$ cat src/inc/acg_regs.svh
// register offsets, field positions, reset values and the rule summary for the audio clock unit
// Behaviour
// - 18-bit cycles-per-field over three bytes
// - 22-bit nominal increment over three bytes
// - 6-bit master-to-bit clock ratio
// - 6-bit bit-to-frame clock ratio
// - mode bit clear: master clock field-locked
// - mode bit set: free-running, no correction
// - reference from decoder or expansion input
// - frame clock phase follows bit clock edge
// - bit clock phase follows master clock edge
`ifndef ACG_REGS_SVH
`define ACG_REGS_SVH
// ============================================================
// register subaddresses
`define ACG_CPF_LO_ADDR   8'h30
`define ACG_CPF_MID_ADDR  8'h31
`define ACG_CPF_HI_ADDR   8'h32
`define ACG_INC_LO_ADDR   8'h34
`define ACG_INC_MID_ADDR  8'h35
`define ACG_INC_HI_ADDR   8'h36
`define ACG_BDIV_ADDR     8'h38
`define ACG_FDIV_ADDR     8'h39
`define ACG_CTRL_ADDR     8'h3a
// ============================================================
// field widths and control bit positions
`define ACG_CPF_W         18
`define ACG_INC_W         22
`define ACG_DIV_W         6
`define ACG_PLL_OPEN_BIT  3
`define ACG_VREF_SEL_BIT  2
`define ACG_FPH_BIT       1
`define ACG_BPH_BIT       0
// ============================================================
// reset values and generator sizing
`define ACG_CPF_RST       18'h00000
`define ACG_INC_RST       22'h000000
`define ACG_DIV_RST       6'h00
`define ACG_CTRL_RST      4'h0
`define ACG_ACC_W         23
`define ACG_TRIM_W        14
`define ACG_TRIM_MAX      14'sh0fff
`define ACG_TRIM_MIN      -14'sh0fff
`endif

$ cat src/inc/acg_pkg.sv
// types shared by the audio clock unit
package acg_pkg;
	// lock decision taken at each field reference
	typedef enum logic [1:0] {ACG_HOLD, ACG_SPEED_UP, ACG_SLOW_DOWN} acg_trim_dir_t;
	typedef logic [7:0] acg_byte_t;
endpackage

$ cat src/design/acg_top.sv
// audio master clock generator with field lock and bit/frame clock dividers
`timescale 1ns/1ns
`include "acg_regs.svh"
module acg_top (
	input  wire logic              mclk,                    // 10 MHz system clock
	input  wire logic              rst_b,                   // async reset, active low
	input  wire logic              reg_wr,                  // byte register write strobe
	input  wire logic [7:0]        reg_addr,                // register subaddress
	input  wire acg_pkg::acg_byte_t reg_wdata,              // write data
	output acg_pkg::acg_byte_t     reg_rdata,               // read data, registered
	input  wire logic              decoder_vref,            // internal decoder field pulse
	input  wire logic              expansion_vref_input,    // expansion-port field pin
	output logic                   audio_master_clock_out,  // generated master clock
	output logic                   audio_bit_clock,         // serial bit clock
	output logic                   audio_frame_select_clock // channel select clock
);
	import acg_pkg::*;

	// ============================================================
	// register file
	logic [`ACG_CPF_W-1:0] cycles_per_field_count_q, cycles_per_field_count_d;
	logic [`ACG_INC_W-1:0] nominal_increment_value_q, nominal_increment_value_d;
	logic [`ACG_DIV_W-1:0] bit_clock_divider_q, bit_clock_divider_d;
	logic [`ACG_DIV_W-1:0] frame_clock_divider_q, frame_clock_divider_d;
	logic [3:0]            ctrl_q, ctrl_d;               // mode and phase bits
	acg_byte_t             rdata_q, rdata_d;

	logic pll_open_select, vref_source_select;
	logic frame_clock_phase_select, bit_clock_phase_select;
	assign pll_open_select          = ctrl_q[`ACG_PLL_OPEN_BIT];
	assign vref_source_select       = ctrl_q[`ACG_VREF_SEL_BIT];
	assign frame_clock_phase_select = ctrl_q[`ACG_FPH_BIT];
	assign bit_clock_phase_select   = ctrl_q[`ACG_BPH_BIT];

	// write decode; bytes merge into wide fields low byte first
	always_comb begin
		cycles_per_field_count_d  = cycles_per_field_count_q;
		nominal_increment_value_d = nominal_increment_value_q;
		bit_clock_divider_d       = bit_clock_divider_q;
		frame_clock_divider_d     = frame_clock_divider_q;
		ctrl_d                    = ctrl_q;
		if (reg_wr) begin
			case (reg_addr)
				`ACG_CPF_LO_ADDR:  cycles_per_field_count_d[7:0]   = reg_wdata;
				`ACG_CPF_MID_ADDR: cycles_per_field_count_d[15:8]  = reg_wdata;
				`ACG_CPF_HI_ADDR:  cycles_per_field_count_d[17:16] = reg_wdata[1:0];
				`ACG_INC_LO_ADDR:  nominal_increment_value_d[7:0]  = reg_wdata;
				`ACG_INC_MID_ADDR: nominal_increment_value_d[15:8] = reg_wdata;
				`ACG_INC_HI_ADDR:  nominal_increment_value_d[21:16] = reg_wdata[5:0];
				`ACG_BDIV_ADDR:    bit_clock_divider_d   = reg_wdata[5:0];
				`ACG_FDIV_ADDR:    frame_clock_divider_d = reg_wdata[5:0];
				`ACG_CTRL_ADDR:    ctrl_d = reg_wdata[3:0];
				default: ;                                     // other units own these
			endcase
		end
	end

	// read mux; unused upper bits and unmapped addresses read zero
	always_comb begin
		case (reg_addr)
			`ACG_CPF_LO_ADDR:  rdata_d = cycles_per_field_count_q[7:0];
			`ACG_CPF_MID_ADDR: rdata_d = cycles_per_field_count_q[15:8];
			`ACG_CPF_HI_ADDR:  rdata_d = {6'h00, cycles_per_field_count_q[17:16]};
			`ACG_INC_LO_ADDR:  rdata_d = nominal_increment_value_q[7:0];
			`ACG_INC_MID_ADDR: rdata_d = nominal_increment_value_q[15:8];
			`ACG_INC_HI_ADDR:  rdata_d = {2'h0, nominal_increment_value_q[21:16]};
			`ACG_BDIV_ADDR:    rdata_d = {2'h0, bit_clock_divider_q};
			`ACG_FDIV_ADDR:    rdata_d = {2'h0, frame_clock_divider_q};
			`ACG_CTRL_ADDR:    rdata_d = {4'h0, ctrl_q};
			default:           rdata_d = 8'h00;
		endcase
	end

	// register file flops
	always_ff @(posedge mclk or negedge rst_b) begin
		if (!rst_b) begin
			cycles_per_field_count_q  <= `ACG_CPF_RST;
			nominal_increment_value_q <= `ACG_INC_RST;
			bit_clock_divider_q       <= `ACG_DIV_RST;
			frame_clock_divider_q     <= `ACG_DIV_RST;
			ctrl_q                    <= `ACG_CTRL_RST;
			rdata_q                   <= 8'h00;
		end else begin
			cycles_per_field_count_q  <= cycles_per_field_count_d;
			nominal_increment_value_q <= nominal_increment_value_d;
			bit_clock_divider_q       <= bit_clock_divider_d;
			frame_clock_divider_q     <= frame_clock_divider_d;
			ctrl_q                    <= ctrl_d;
			rdata_q                   <= rdata_d;
		end
	end
	assign reg_rdata = rdata_q;

	// ============================================================
	// field reference: pin synchronised, then source select and edge detect
	logic xrv_meta_q, xrv_sync_q, ref_dly_q, ref_sel, field_pulse;
	always_ff @(posedge mclk or negedge rst_b) begin
		if (!rst_b) begin
			xrv_meta_q <= 1'b0;
			xrv_sync_q <= 1'b0;
			ref_dly_q  <= 1'b0;
		end else begin
			xrv_meta_q <= expansion_vref_input;
			xrv_sync_q <= xrv_meta_q;
			ref_dly_q  <= ref_sel;
		end
	end
	// decoder pulse is already on mclk, so it needs no synchroniser
	assign ref_sel     = vref_source_select ? xrv_sync_q : decoder_vref;
	assign field_pulse = ref_sel && !ref_dly_q;

	// ============================================================
	// master clock: phase accumulator stepped by increment plus trim
	logic [`ACG_ACC_W-1:0]         acc_q, acc_d;
	logic signed [`ACG_TRIM_W-1:0] trim_q, trim_d;
	logic [`ACG_CPF_W-1:0]         cyc_cnt_q, cyc_cnt_d;   // master cycles this field
	logic                          audio_master_clock_out_dly_q;
	logic                          m_rise, m_fall;
	acg_trim_dir_t                 dir;

	assign m_rise = acc_q[`ACG_ACC_W-1] && !audio_master_clock_out_dly_q;
	assign m_fall = !acc_q[`ACG_ACC_W-1] && audio_master_clock_out_dly_q;

	// compare last field's count with the target; one lsb step per field
	// keeps the loop slow and stable at the cost of a long pull-in
	always_comb begin
		if (cyc_cnt_q < cycles_per_field_count_q)
			dir = ACG_SPEED_UP;
		else if (cyc_cnt_q > cycles_per_field_count_q)
			dir = ACG_SLOW_DOWN;
		else
			dir = ACG_HOLD;
	end

	// generator next state
	always_comb begin
		acc_d = acc_q + `ACG_ACC_W'(nominal_increment_value_q)
			+ `ACG_ACC_W'(unsigned'(`ACG_ACC_W'(signed'(trim_q))));
		cyc_cnt_d = cyc_cnt_q + (m_rise ? 18'h00001 : 18'h00000);
		trim_d    = trim_q;
		if (pll_open_select) begin
			trim_d = '0;
		end else if (field_pulse) begin
			unique case (dir)
				ACG_SPEED_UP:  if (trim_q != `ACG_TRIM_MAX) trim_d = trim_q + 14'sd1;
				ACG_SLOW_DOWN: if (trim_q != `ACG_TRIM_MIN) trim_d = trim_q - 14'sd1;
				ACG_HOLD:      trim_d = trim_q;
			endcase
		end
		// a rise in the pulse cycle belongs to the new field, else it would be lost
		if (field_pulse)
			cyc_cnt_d = m_rise ? 18'h00001 : 18'h00000;
	end

	always_ff @(posedge mclk or negedge rst_b) begin
		if (!rst_b) begin
			acc_q       <= '0;
			trim_q      <= '0;
			cyc_cnt_q   <= '0;
			audio_master_clock_out_dly_q <= 1'b0;
		end else begin
			acc_q       <= acc_d;
			trim_q      <= trim_d;
			cyc_cnt_q   <= cyc_cnt_d;
			audio_master_clock_out_dly_q <= acc_q[`ACG_ACC_W-1];
		end
	end
	assign audio_master_clock_out = audio_master_clock_out_dly_q;

	// ============================================================
	// bit and frame dividers; each output toggles after div selected edges
	function automatic logic [5:0] div_limit(input logic [5:0] div);
		div_limit = (div == 6'h00) ? 6'h01 : div;                       // zero acts as one
	endfunction

	logic [5:0] bcnt_q, bcnt_d, fcnt_q, fcnt_d;
	logic       bclk_q, bclk_d, fclk_q, fclk_d;
	logic       m_edge, b_edge;

	assign m_edge = bit_clock_phase_select ? m_rise : m_fall;
	assign b_edge = bit_clock_phase_select_edge(bclk_q, bclk_d, frame_clock_phase_select);

	// frame clock steps on the chosen bit clock transition
	function automatic logic bit_clock_phase_select_edge(input logic cur, input logic nxt,
		input logic rising);
		bit_clock_phase_select_edge = rising ? (!cur && nxt) : (cur && !nxt);
	endfunction

	always_comb begin
		bcnt_d = bcnt_q;
		bclk_d = bclk_q;
		if (m_edge) begin
			if (bcnt_q + 6'h01 >= div_limit(bit_clock_divider_q)) begin
				bcnt_d = 6'h00;
				bclk_d = !bclk_q;
			end else begin
				bcnt_d = bcnt_q + 6'h01;
			end
		end
	end

	always_comb begin
		fcnt_d = fcnt_q;
		fclk_d = fclk_q;
		if (b_edge) begin
			if (fcnt_q + 6'h01 >= div_limit(frame_clock_divider_q)) begin
				fcnt_d = 6'h00;
				fclk_d = !fclk_q;
			end else begin
				fcnt_d = fcnt_q + 6'h01;
			end
		end
	end

	always_ff @(posedge mclk or negedge rst_b) begin
		if (!rst_b) begin
			bcnt_q <= '0;
			fcnt_q <= '0;
			bclk_q <= 1'b0;
			fclk_q <= 1'b0;
		end else begin
			bcnt_q <= bcnt_d;
			fcnt_q <= fcnt_d;
			bclk_q <= bclk_d;
			fclk_q <= fclk_d;
		end
	end
	assign audio_bit_clock          = bclk_q;
	assign audio_frame_select_clock = fclk_q;

	// ============================================================
	// checks
	property p_cpf_hi_write;
		@(posedge mclk) disable iff (!rst_b)
		(reg_wr && reg_addr == `ACG_CPF_HI_ADDR)
		|=> cycles_per_field_count_q[17:16] == $past(reg_wdata[1:0]);
	endproperty
	a_cpf_hi_write: assert property (p_cpf_hi_write) else $error("cpf high byte not stored");

	property p_inc_hi_read;
		@(posedge mclk) disable iff (!rst_b)
		(reg_wr && reg_addr == `ACG_INC_HI_ADDR) ##1 (!reg_wr && reg_addr == `ACG_INC_HI_ADDR)
		|=> reg_rdata == ($past(reg_wdata, 2) & 8'h3f);
	endproperty
	a_inc_hi_read: assert property (p_inc_hi_read) else $error("increment readback wrong");

	property p_bdiv_store;
		@(posedge mclk) disable iff (!rst_b)
		(reg_wr && reg_addr == `ACG_BDIV_ADDR) |=> bit_clock_divider_q == $past(reg_wdata[5:0]);
	endproperty
	a_bdiv_store: assert property (p_bdiv_store) else $error("bit divider not stored");

	property p_fdiv_read;
		@(posedge mclk) disable iff (!rst_b)
		(reg_wr && reg_addr == `ACG_FDIV_ADDR) ##1 (!reg_wr && reg_addr == `ACG_FDIV_ADDR)
		|=> reg_rdata == {2'h0, $past(reg_wdata[5:0], 2)};
	endproperty
	a_fdiv_read: assert property (p_fdiv_read) else $error("frame divider readback wrong");

	property p_lock_trim;
		@(posedge mclk) disable iff (!rst_b)
		(!pll_open_select && field_pulse && cyc_cnt_q < cycles_per_field_count_q
			&& trim_q != `ACG_TRIM_MAX) |=> trim_q == $past(trim_q) + 14'sd1;
	endproperty
	a_lock_trim: assert property (p_lock_trim) else $error("locked loop did not speed up");

	property p_open_no_trim;
		@(posedge mclk) disable iff (!rst_b)
		pll_open_select ##1 pll_open_select |-> trim_q == 14'sd0;
	endproperty
	a_open_no_trim: assert property (p_open_no_trim) else $error("open loop still trimmed");

	property p_ext_ref;
		@(posedge mclk) disable iff (!rst_b)
		vref_source_select && $past(vref_source_select)
		|-> field_pulse == ($past(expansion_vref_input, 2) && !$past(expansion_vref_input, 3));
	endproperty
	a_ext_ref: assert property (p_ext_ref) else $error("reference source wrong");

	property p_fclk_phase;
		@(posedge mclk) disable iff (!rst_b)
		$changed(fclk_q) && $stable(ctrl_q) |-> $past(b_edge) &&
			($past(frame_clock_phase_select) ? $rose(bclk_q) : $fell(bclk_q));
	endproperty
	a_fclk_phase: assert property (p_fclk_phase) else $error("frame clock on wrong bit edge");

	property p_bclk_phase;
		@(posedge mclk) disable iff (!rst_b)
		$changed(bclk_q) |-> $past(m_edge);
	endproperty
	a_bclk_phase: assert property (p_bclk_phase) else $error("bit clock off master edge");
endmodule

$ cat config.mk
export PLATFORM = sky130hd
export DESIGN_NAME = acg_top
export DESIGN_NICKNAME = d
export VERILOG_FILES = /design/src/inc/acg_pkg.sv /design/src/design/acg_top.sv
export VERILOG_INCLUDE_DIRS = /design/src /design/src/inc
export SDC_FILE = /design/constraint.sdc
export NUM_CORES = 1
export LEC_CHECK = 0
export BUFFER_PORTS_ARGS = -buffer_cell sky130_fd_sc_hd__buf_2
export CAP_MARGIN = 20
export CORE_MARGIN = 1
export CORE_UTILIZATION = 30
export CTS_CLUSTER_DIAMETER = 50
export DETAILED_ROUTE_END_ITERATION = 16
export PLACE_DENSITY = 0.52
export SETUP_SLACK_MARGIN = 0.4
export SLEW_MARGIN = 20
export SYNTH_ARGS = -nofsm -noshare
export SYNTH_HDL_FRONTEND = slang
export SYNTH_SLANG_ARGS = --single-unit
$ cat constraint.sdc
create_clock -name mclk -period 3.5 [get_ports mclk]
set_input_delay 0.7 -clock mclk [delete_from_list [all_inputs] [get_ports mclk]]
set_output_delay 0.7 -clock mclk [all_outputs]
set_load 0.01 [all_outputs]
==> out/results.txt, run 1 <==
Final WS setup: 111 ps
largest net degree at the start of global routing: 77
Leak: 0.00494 µW
Hold Slack: 302 ps
Max Cap Viol: 0
commonest non-fill, non-tap cell in the layout: dfrtp_1
ys async rst share: 1.00
die width: 171 µm
Iter 0 DRT Violations: 355
yosys warns: 0
via count: 6419
Tmin final: 3390 ps
most frequent cells in the layout: 134 x dfrtp_1, 67 x nand2_1, 63 x nor2_1, 55 x ha_1, 55 x buf_4
Seq/Total Area, Yosys: 0.402
Core Area: 27900 µm²
# nets final: 1042
FP Rows: 61
CP Launch Type: register
# IOs: 32
Power, Total: 7240 µW
Setup TNS: 0 ps
DRC: 0
Synth Instances: 840
first-pass GRT wire length: 34200 µm
Hold WC Path Type: in -> async
pre-CTS WS: -2.60 ps
clk sink count: 137
Diodes inserted: 0
crit share post-route: 0.968
Slew Limit Fails: 0
grt ovf: 0
Worst EP required: 3810 ps
slowest cell on the critical path: dfrtp_1
Peak VDD IR: 0.300 mV
ys flop type: dfrtp_1
CP Capture Type: register
Avg Vias per Cell: 4.86
CP Cell Sequence: inv_1 > ha_4 > a21oi_1 > a21boi_0 > o31ai_1 > nand3_2 > nand2_4 > inv_8 > ha_4 > nor2b_4 > o31a_1 > buf_4 > buf_6 > buf_6 > o21a_1 > nor2_1 > xor2_1 > nor2_1 > o21ba_2
Post-Syn Area: 8530 µm²
Die Area: 29100 µm²
die height: 171 µm
H-tree depth: 4
Max Buffers Root-to-Sink: 2
Critical Path Fanout Max: 6
RSZ-0062 raised after global routing: yes
critical path arrival: 3700 ps
Avg Cell Area, Syn: 10.1 µm²
Root Buffer Master: clkbuf_16
syn nets: 952
gp weighted congestion: 0.835
DR WL/cell: 15.9 µm
Skew-Pair Late Insertion Delay: 420 ps
Worst Tran Pin Value: 874 ps
relative slew slack: 0.416
drt first pass iters: 6
ratio of cells with drive above 1 in the final layout: 0.254
Final Setup Violations: 0
status: complete, no violations
Worst Skew: 9.39 ps
CTS Buf Count: 17
Pwr Density: 687 nW/µm²
crit path kind: reg -> reg
area grow syn2layout: 23.8%
antenna viol nets, final: 0
clk slew on worst S/H paths: 60 ps
Tot GR Track Use: 0.153
Post-synth EDFFs: 0
Synth cell types: 63
# fillers: 2760
Post-DP HPWL: 15300 µm
initial antenna violation count: 0
CTS tree: done
Initial Util: 0.306
max incr delay on CP: 380 ps
final hold violation count: 0
Routed WL: 20900 µm
Peak Freq: 0.295 GHz
synthesized flop and latch total: 137
Port Buffers: 31
vias in the first global route: 6427
## state kept, by name, indices dropped and copies added (netlist names), 8 cells and up
register                   count
cycles_per_field_count_q      18
reg_rdata                      8
nominal_increment_value_q     22
cyc_cnt_q                     18
acc_q                         23
trim_q                        14
## final timing paths
path                                             start          to  slack, ps  cells after the start
setup / recovery           cycles_per_field_count_q[4]   trim_q[6]        110                     19
min in group mclk                           xrv_meta_q  xrv_sync_q        350                      0
hold reg to reg                             xrv_meta_q  xrv_sync_q        350                      0
hold / removal                                   rst_b   fcnt_q[4]        300                      1
setup reg to reg           cycles_per_field_count_q[4]   trim_q[6]        110                     19
max in group asynchronous                        rst_b   trim_q[0]       2400                      2
## cells in the mapped netlist (all sizes together) (3+ instances only)
master | n | share of area
nand4 | 10 | 0.0073
clkbuf | 16 | 0.0070
a222oi | 3 | 0.0035
nand3 | 19 | 0.011
and3 | 12 | 0.0088
nor3b | 3 | 0.0026
buf | 3 | 0.0016
dfrtp | 137 | 0.40
a21o | 13 | 0.011
nor2b | 10 | 0.0073
nand2b | 11 | 0.0081
xor2 | 20 | 0.021
a211oi | 5 | 0.0050
mux2 | 49 | 0.065
ha | 67 | 0.098
o21ai | 60 | 0.035
fa | 24 | 0.056
o31ai | 4 | 0.0035
nor2 | 63 | 0.028
nand2 | 68 | 0.030
o32ai | 3 | 0.0053
inv | 53 | 0.023
o21bai | 4 | 0.0035
o21a | 5 | 0.0044
a21oi | 47 | 0.028
or2 | 4 | 0.0029
a21boi | 3 | 0.0026
and2 | 7 | 0.0053
or3 | 9 | 0.0072
a31o | 3 | 0.0031
nor3 | 18 | 0.011
mux2i | 22 | 0.026
nor4 | 3 | 0.0022
xnor2 | 31 | 0.032
## repair_timing
item / CTS / global route
pin swaps: 27 / 33
endpoints found under the setup margin: 12 / 17
resized for setup: 33 / 28
hold buffers: 0 / 0
setup buffers: 18 / 12
gates cloned: 1 / 0
## routing by layer
layer  track usage  wire length (µm)
met1         0.204             10000
met2         0.250             10100
met3        0.0298               572
met4        0.0447               224
met5             0                 0
## cell type report
cell class / instances / area [µm²] / area share
Inverter: 53 / 210 / 0.0199
Sequential cell: 137 / 3430 / 0.325
Tap cell: 378 / 473 / 0.0448
Clock buffer: 19 / 443 / 0.0420
Multi-Input combinational cell: 631 / 5170 / 0.490
Timing Repair inverter: 1 / 6.26 / 0.000593
Clock inverter: 12 / 198 / 0.0187
Timing Repair Buffer: 89 / 617 / 0.0585
## per-stage QoR
| stage | area (µm²) | instances | utilization |
|---|---|---|---|
| after floorplan | 8600 | 840 | - |
| after global placement | 9390 | 1258 | 0.337 |
| after detailed placement | 9390 | 1258 | 0.337 |
| after CTS | 10300 | 1308 | 0.371 |
| after global routing | 10600 | 1320 | 0.379 |
| final | 10600 | 1320 | 0.379 |
## cell families after synthesis
kind of cell,count (synthesis),share of synthesized area
AND/OR/NAND/NOR,249,0.144
buffers and inverters,72,0.0320
multiplexers,71,0.0905
flip-flops,137,0.402
adder cells (fa/ha/maj),91,0.155
AO/OA/AOI/OAI,169,0.124
XOR/XNOR,51,0.0524
## worst max-delay path: cells and delay by family, from the launching register on
| kind | cells | cell delay, ps |
|---|---|---|
| adders and majority gates | 2 | 440 |
| DFF | 1 | 380 |
| buffers and inverters | 5 | 550 |
| and+or+nand+nor | 5 | 630 |
| xor gates and xnor gates | 1 | 160 |
| AOI/OAI and AO/OA | 6 | 1120 |
## power by group
part | leakage [µW] | internal, µW | total, µW | switching [µW]
Clock | 0.000309 | 1280 | 1990 | 709
Sequential | 0.00177 | 1910 | 2170 | 264
Combinational | 0.00286 | 1480 | 3080 | 1600
Note: power is estimated with default switching activity, not from simulation.
==> inputs of run 2 (changes only) <==
- CTS_BUF_LIST: not set -> sky130_fd_sc_hd__clkbuf_16
==> out/results.txt, run 2 (synthesis results as in run 1) <==
status: complete, no violations
Max Cap Viol: 0
met3 usage: 0.0298
Hold WC Path Type: in -> async
grt ovf: 0
Critical Path Fanout Max: 6
vias in the first global route: 6427
via count: 6419
die height: 171 µm
Largest register FFs: 23
Max Buffers Root-to-Sink: 2
RSZ-0062 raised after global routing: yes
Top reg by flops: acc_q
DRC: 0
Initial Util: 0.306
commonest non-fill, non-tap cell in the layout: dfrtp_1
crit path kind: reg -> reg
Tmin final: 3390 ps
Skew-Pair Late Insertion Delay: 420 ps
Regs by FF count: acc_q (23), nominal_increment_value_q (22)
die width: 171 µm
Worst EP required: 3810 ps
gp weighted congestion: 0.835
# fillers: 2761
Slew Limit Fails: 0
Critical path origin: cycles_per_field_count_q[4]
Tot GR Track Use: 0.153
Peak Freq: 0.295 GHz
crit share post-route: 0.968
Iter 0 DRT Violations: 355
# nets final: 1042
Worst Tran Pin Value: 874 ps
initial antenna violation count: 0
CP Launch Type: register
Peak VDD IR: 0.300 mV
critical path arrival: 3700 ps
FP Rows: 61
Worst Skew: 9.61 ps
GRT busiest layer: met2
area grow syn2layout: 23.7%
Diodes inserted: 0
CTS tree: done
first-pass GRT wire length: 34200 µm
CTS Buf Count: 17
routing usage on met1: 0.204
relative slew slack: 0.416
most frequent cells in the layout: 134 x dfrtp_1, 67 x nand2_1, 63 x nor2_1, 55 x ha_1, 55 x buf_4
ratio of cells with drive above 1 in the final layout: 0.253
Core Area: 27900 µm²
Post-CTS Hold Buffers: 0
Final Setup Violations: 0
drt first pass iters: 6
GR Util met2: 0.250
Port Buffers: 31
DR WL/cell: 15.9 µm
Power, Total: 7220 µW
CP Capture Type: register
Worst Reg-to-Reg Cells: 19
clk sink count: 137
Routed WL: 20900 µm
Post-DP HPWL: 15300 µm
Hold Slack: 302 ps
clk slew on worst S/H paths: 60 ps
# IOs: 32
Root Buffer Master: clkbuf_16
final hold violation count: 0
largest net degree at the start of global routing: 77
reg-to-reg startpoint: cycles_per_field_count_q[4]
H-tree depth: 4
antenna viol nets, final: 0
Avg Vias per Cell: 4.86
Die Area: 29100 µm²
Leak: 0.00494 µW
Pwr Density: 685 nW/µm²
-- run 2: final timing paths --
check,to,slack (ps)
min in group mclk,xrv_sync_q,350
max in group asynchronous,trim_q[0],2400
setup / recovery,trim_q[6],110
hold / removal,fcnt_q[4],300
setup reg to reg,trim_q[6],110
hold reg to reg,xrv_sync_q,350
-- run 2: routing by layer --
layer	vias to the layer above	share of wire
li1	3166	-
met1	3152	0.48
met2	85	0.48
met3	16	0.027
met4	0	0.011
met5	-	0
-- run 2: per-stage QoR --
step	setup TNS, ps	utilization	cell area (µm²)	std cells	setup slack, ps
2_1_floorplan	0	-	8600	840	296
3_3_place_gp	-14.1	0.337	9390	1258	-14.1
3_5_place_dp	-2.87	0.337	9390	1258	-2.60
4_1_cts	0	0.370	10300	1308	123
5_1_grt	-226	0.378	10500	1320	-78.5
6_report	0	0.378	10500	1320	111
-- run 2: repair_timing --
action                                  4_1_cts  5_1_grt
resized for setup                            33       28
buffers inserted                             18       12
endpoints found under the setup margin       12       17
cloned                                        1        0
pin swaps                                    27       33
endpoints found under the hold margin         0        0
-- run 2: power by group --
part / total, µW / internal, µW / leakage, µW / switching, µW
sequential: 2170 / 1910 / 0.00177 / 264
combinational: 3080 / 1480 / 0.00286 / 1600
clock: 1960 / 1250 / 0.000308 / 709
total: 7220 / 4640 / 0.00494 / 2580
-- run 2: layout make-up --
| type | instances | area, µm² | area share |
|---|---|---|---|
| repair inverters | 1 | 6.26 | 0.000593 |
| multi-input cells | 631 | 5170 | 0.491 |
| clock inverters | 14 | 205 | 0.0195 |
| repair buffers | 89 | 617 | 0.0585 |
| well taps | 378 | 473 | 0.0449 |
| clock buffers | 17 | 425 | 0.0404 |
| inverters | 53 | 210 | 0.0199 |
| flip-flops and latches | 137 | 3430 | 0.326 |
-- run 2: worst max-delay path: stages, from the launching register on --
cell and delay [ps]:
dfrtp_1 380, inv_1 130, ha_4 220, a21oi_1 120, a21boi_0 100, o31ai_1 290, nand3_2 180, nand2_4 170
inv_8 70, ha_4 220, nor2b_4 120, o31a_1 260, buf_4 140, buf_6 100, buf_6 110, o21a_1 150
nor2_1 100, xor2_1 160, nor2_1 60, o21ba_2 200
==> inputs of run 3 (changes only) <==
- RECOVER_POWER: not set -> 100
==> out/results.txt, run 3 (synthesis results as in run 1) <==
Avg Vias per Cell: 4.85
failing checks: max-capacitance violations, max-slew violations
CTS tree: done
Final WS setup: 115 ps
FP Rows: 61
Peak VDD IR: 0.297 mV
CP Cell Sequence: inv_1 > ha_4 > a21oi_1 > a21boi_0 > o31ai_1 > nand3_2 > nand2_4 > inv_8 > ha_4 > nor2b_4 > o31a_1 > buf_4 > buf_6 > buf_6 > o21a_1 > nor2_1 > xor2_1 > nor2_1 > o21ba_2
Peak Freq: 0.295 GHz
antenna viol nets, final: 0
Max Cap Viol: 1
drt first pass iters: 5
Hold WC Path Type: reg -> reg
Tot GR Track Use: 0.153
combinational power share: 0.420
Routed WL: 21000 µm
register share of total power: 0.305
crit share post-route: 0.967
Initial Util: 0.306
vias in the first global route: 6427
# nets final: 1042
Iter 0 DRT Violations: 351
crit path buf inv count: 5
Root Buffer Master: clkbuf_16
clk slew on worst S/H paths: 60 ps
first-pass GRT wire length: 34200 µm
Regs by FF count: acc_q (23), nominal_increment_value_q (22)
relative slew slack: -0.287
final hold violation count: 0
Slew Limit Fails: 77
DRC: 0
area grow syn2layout: 22.4%
largest net degree at the start of global routing: 77
# fillers: 2779
crit path kind: reg -> reg
ratio of cells with drive above 1 in the final layout: 0.223
slowest cell on the critical path: dfrtp_1
Worst Tran Pin Value: 1930 ps
CTS Buf Count: 17
critical path arrival: 3690 ps
pre-CTS WS: -2.60 ps
clock share of power: 0.275
Pwr Density: 683 nW/µm²
Non-Filler Instances: 1320
stages on the worst setup path: 19
die height: 171 µm
gp weighted congestion: 0.835
Top reg by flops: acc_q
Largest register FFs: 23
CP Launch Type: register
P_sw: 2550 µW
switch share: 0.357
Worst Hold Depth: 0
Critical Path Fanout Max: 6
RSZ-0062 raised after global routing: yes
most frequent cells in the layout: 134 x dfrtp_1, 67 x nand2_1, 63 x nor2_1, 56 x ha_1, 55 x o21ai_0
DR WL/cell: 15.9 µm
P_int: 4580 µW
placed insts: 1258
Tmin final: 3390 ps
# IOs: 32
Post-DP HPWL: 15300 µm
Final Setup Violations: 0
Hold Slack: 352 ps
initial antenna violation count: 0
H-tree depth: 4
max incr delay on CP: 380 ps
commonest non-fill, non-tap cell in the layout: dfrtp_1
status: complete, but fails checks
fin util: 0.375
Core Area: 27900 µm²
grt ovf: 0
Die Area: 29100 µm²
CP Capture Type: register
clk sink count: 137
Max Buffers Root-to-Sink: 2
Diodes inserted: 0
Port Buffers: 31
Worst Reg-to-Reg Cells: 19
Crit path max-delay family: compound AO/OA/AOI/OAI gates
Leak: 0.00486 µW
via count: 6405
Worst Skew: 11.0 ps
Skew-Pair Late Insertion Delay: 420 ps
die width: 171 µm
Worst EP required: 3810 ps
==> run 3: changes by cell type in the layout (fill, tap and decap cells not counted), moves of 2 or more <==
| cell | change |
|---|---|
| clkbuf_2 | +2 |
| buf_4 | -7 |
| o21ai_0 | +2 |
| and2_1 | -4 |
| buf_2 | -12 |
| clkbuf_1 | +18 |
| and2_0 | +4 |
| o21ai_2 | -2 |
==> run 3: path summary, 6_finish.rpt <==
check                                       startpoint          to  slack, ps
max in group asynchronous                        rst_b   trim_q[0]        830
min reg2reg                                 xrv_meta_q  xrv_sync_q        350
max reg2reg                cycles_per_field_count_q[4]   trim_q[6]        110
min in group asynchronous                        rst_b   fcnt_q[4]        800
max                        cycles_per_field_count_q[4]   trim_q[6]        110
min                                         xrv_meta_q  xrv_sync_q        350
==> run 3: cell type report <==
class | count | area, µm² | share of cell area
Clock buffer | 17 | 425 | 0.0408
Multi-Input combinational cell | 631 | 5130 | 0.491
Tap cell | 378 | 473 | 0.0453
Timing Repair inverter | 1 | 6.26 | 0.000599
Clock inverter | 14 | 205 | 0.0197
Sequential cell | 137 | 3430 | 0.329
Timing Repair Buffer | 89 | 558 | 0.0535
Inverter | 53 | 208 | 0.0199
==> run 3: repair_timing <==
item                                    4_1_cts  5_1_grt
pin swaps                                    27       33
resized for setup                            33       28
cloned                                        1        0
buffers inserted                             18       12
endpoints found under the setup margin       12       17
hold buffers                                  0        0
==> run 3: power groups by stage <==
stage | Sequential [µW] | Clock [µW] | Combinational [µW]
final | 2170 | 1960 | 3000
after global routing | 2220 | 2080 | 3410
after CTS | 2190 | 2010 | 2910
after detailed placement | 2210 | 0 | 2790
after global placement | 2200 | 0 | 2760
after floorplan | 2150 | 0 | 2120
==> run 3: metal layers <==
layer | part of all wire | vias to the layer above | GRT usage | wire length, µm
li1 | - | 3163 | - | -
met1 | 0.48 | 3140 | 0.204 | 10100
met2 | 0.48 | 84 | 0.250 | 10000
met3 | 0.027 | 18 | 0.0298 | 571
met4 | 0.011 | 0 | 0.0447 | 229
met5 | 0 | - | 0 | 0
==> run 3: metrics by stage <==
stage | total power [µW] | instance area (µm²) | TNS (ps)
after global routing | 7700 | 10400 | -226
final | 7130 | 10400 | 0
after CTS | 7100 | 10300 | 0
after detailed placement | 4990 | 9390 | -2.87
after global placement | 4960 | 9390 | -14.1
after floorplan | 4270 | 8600 | 0
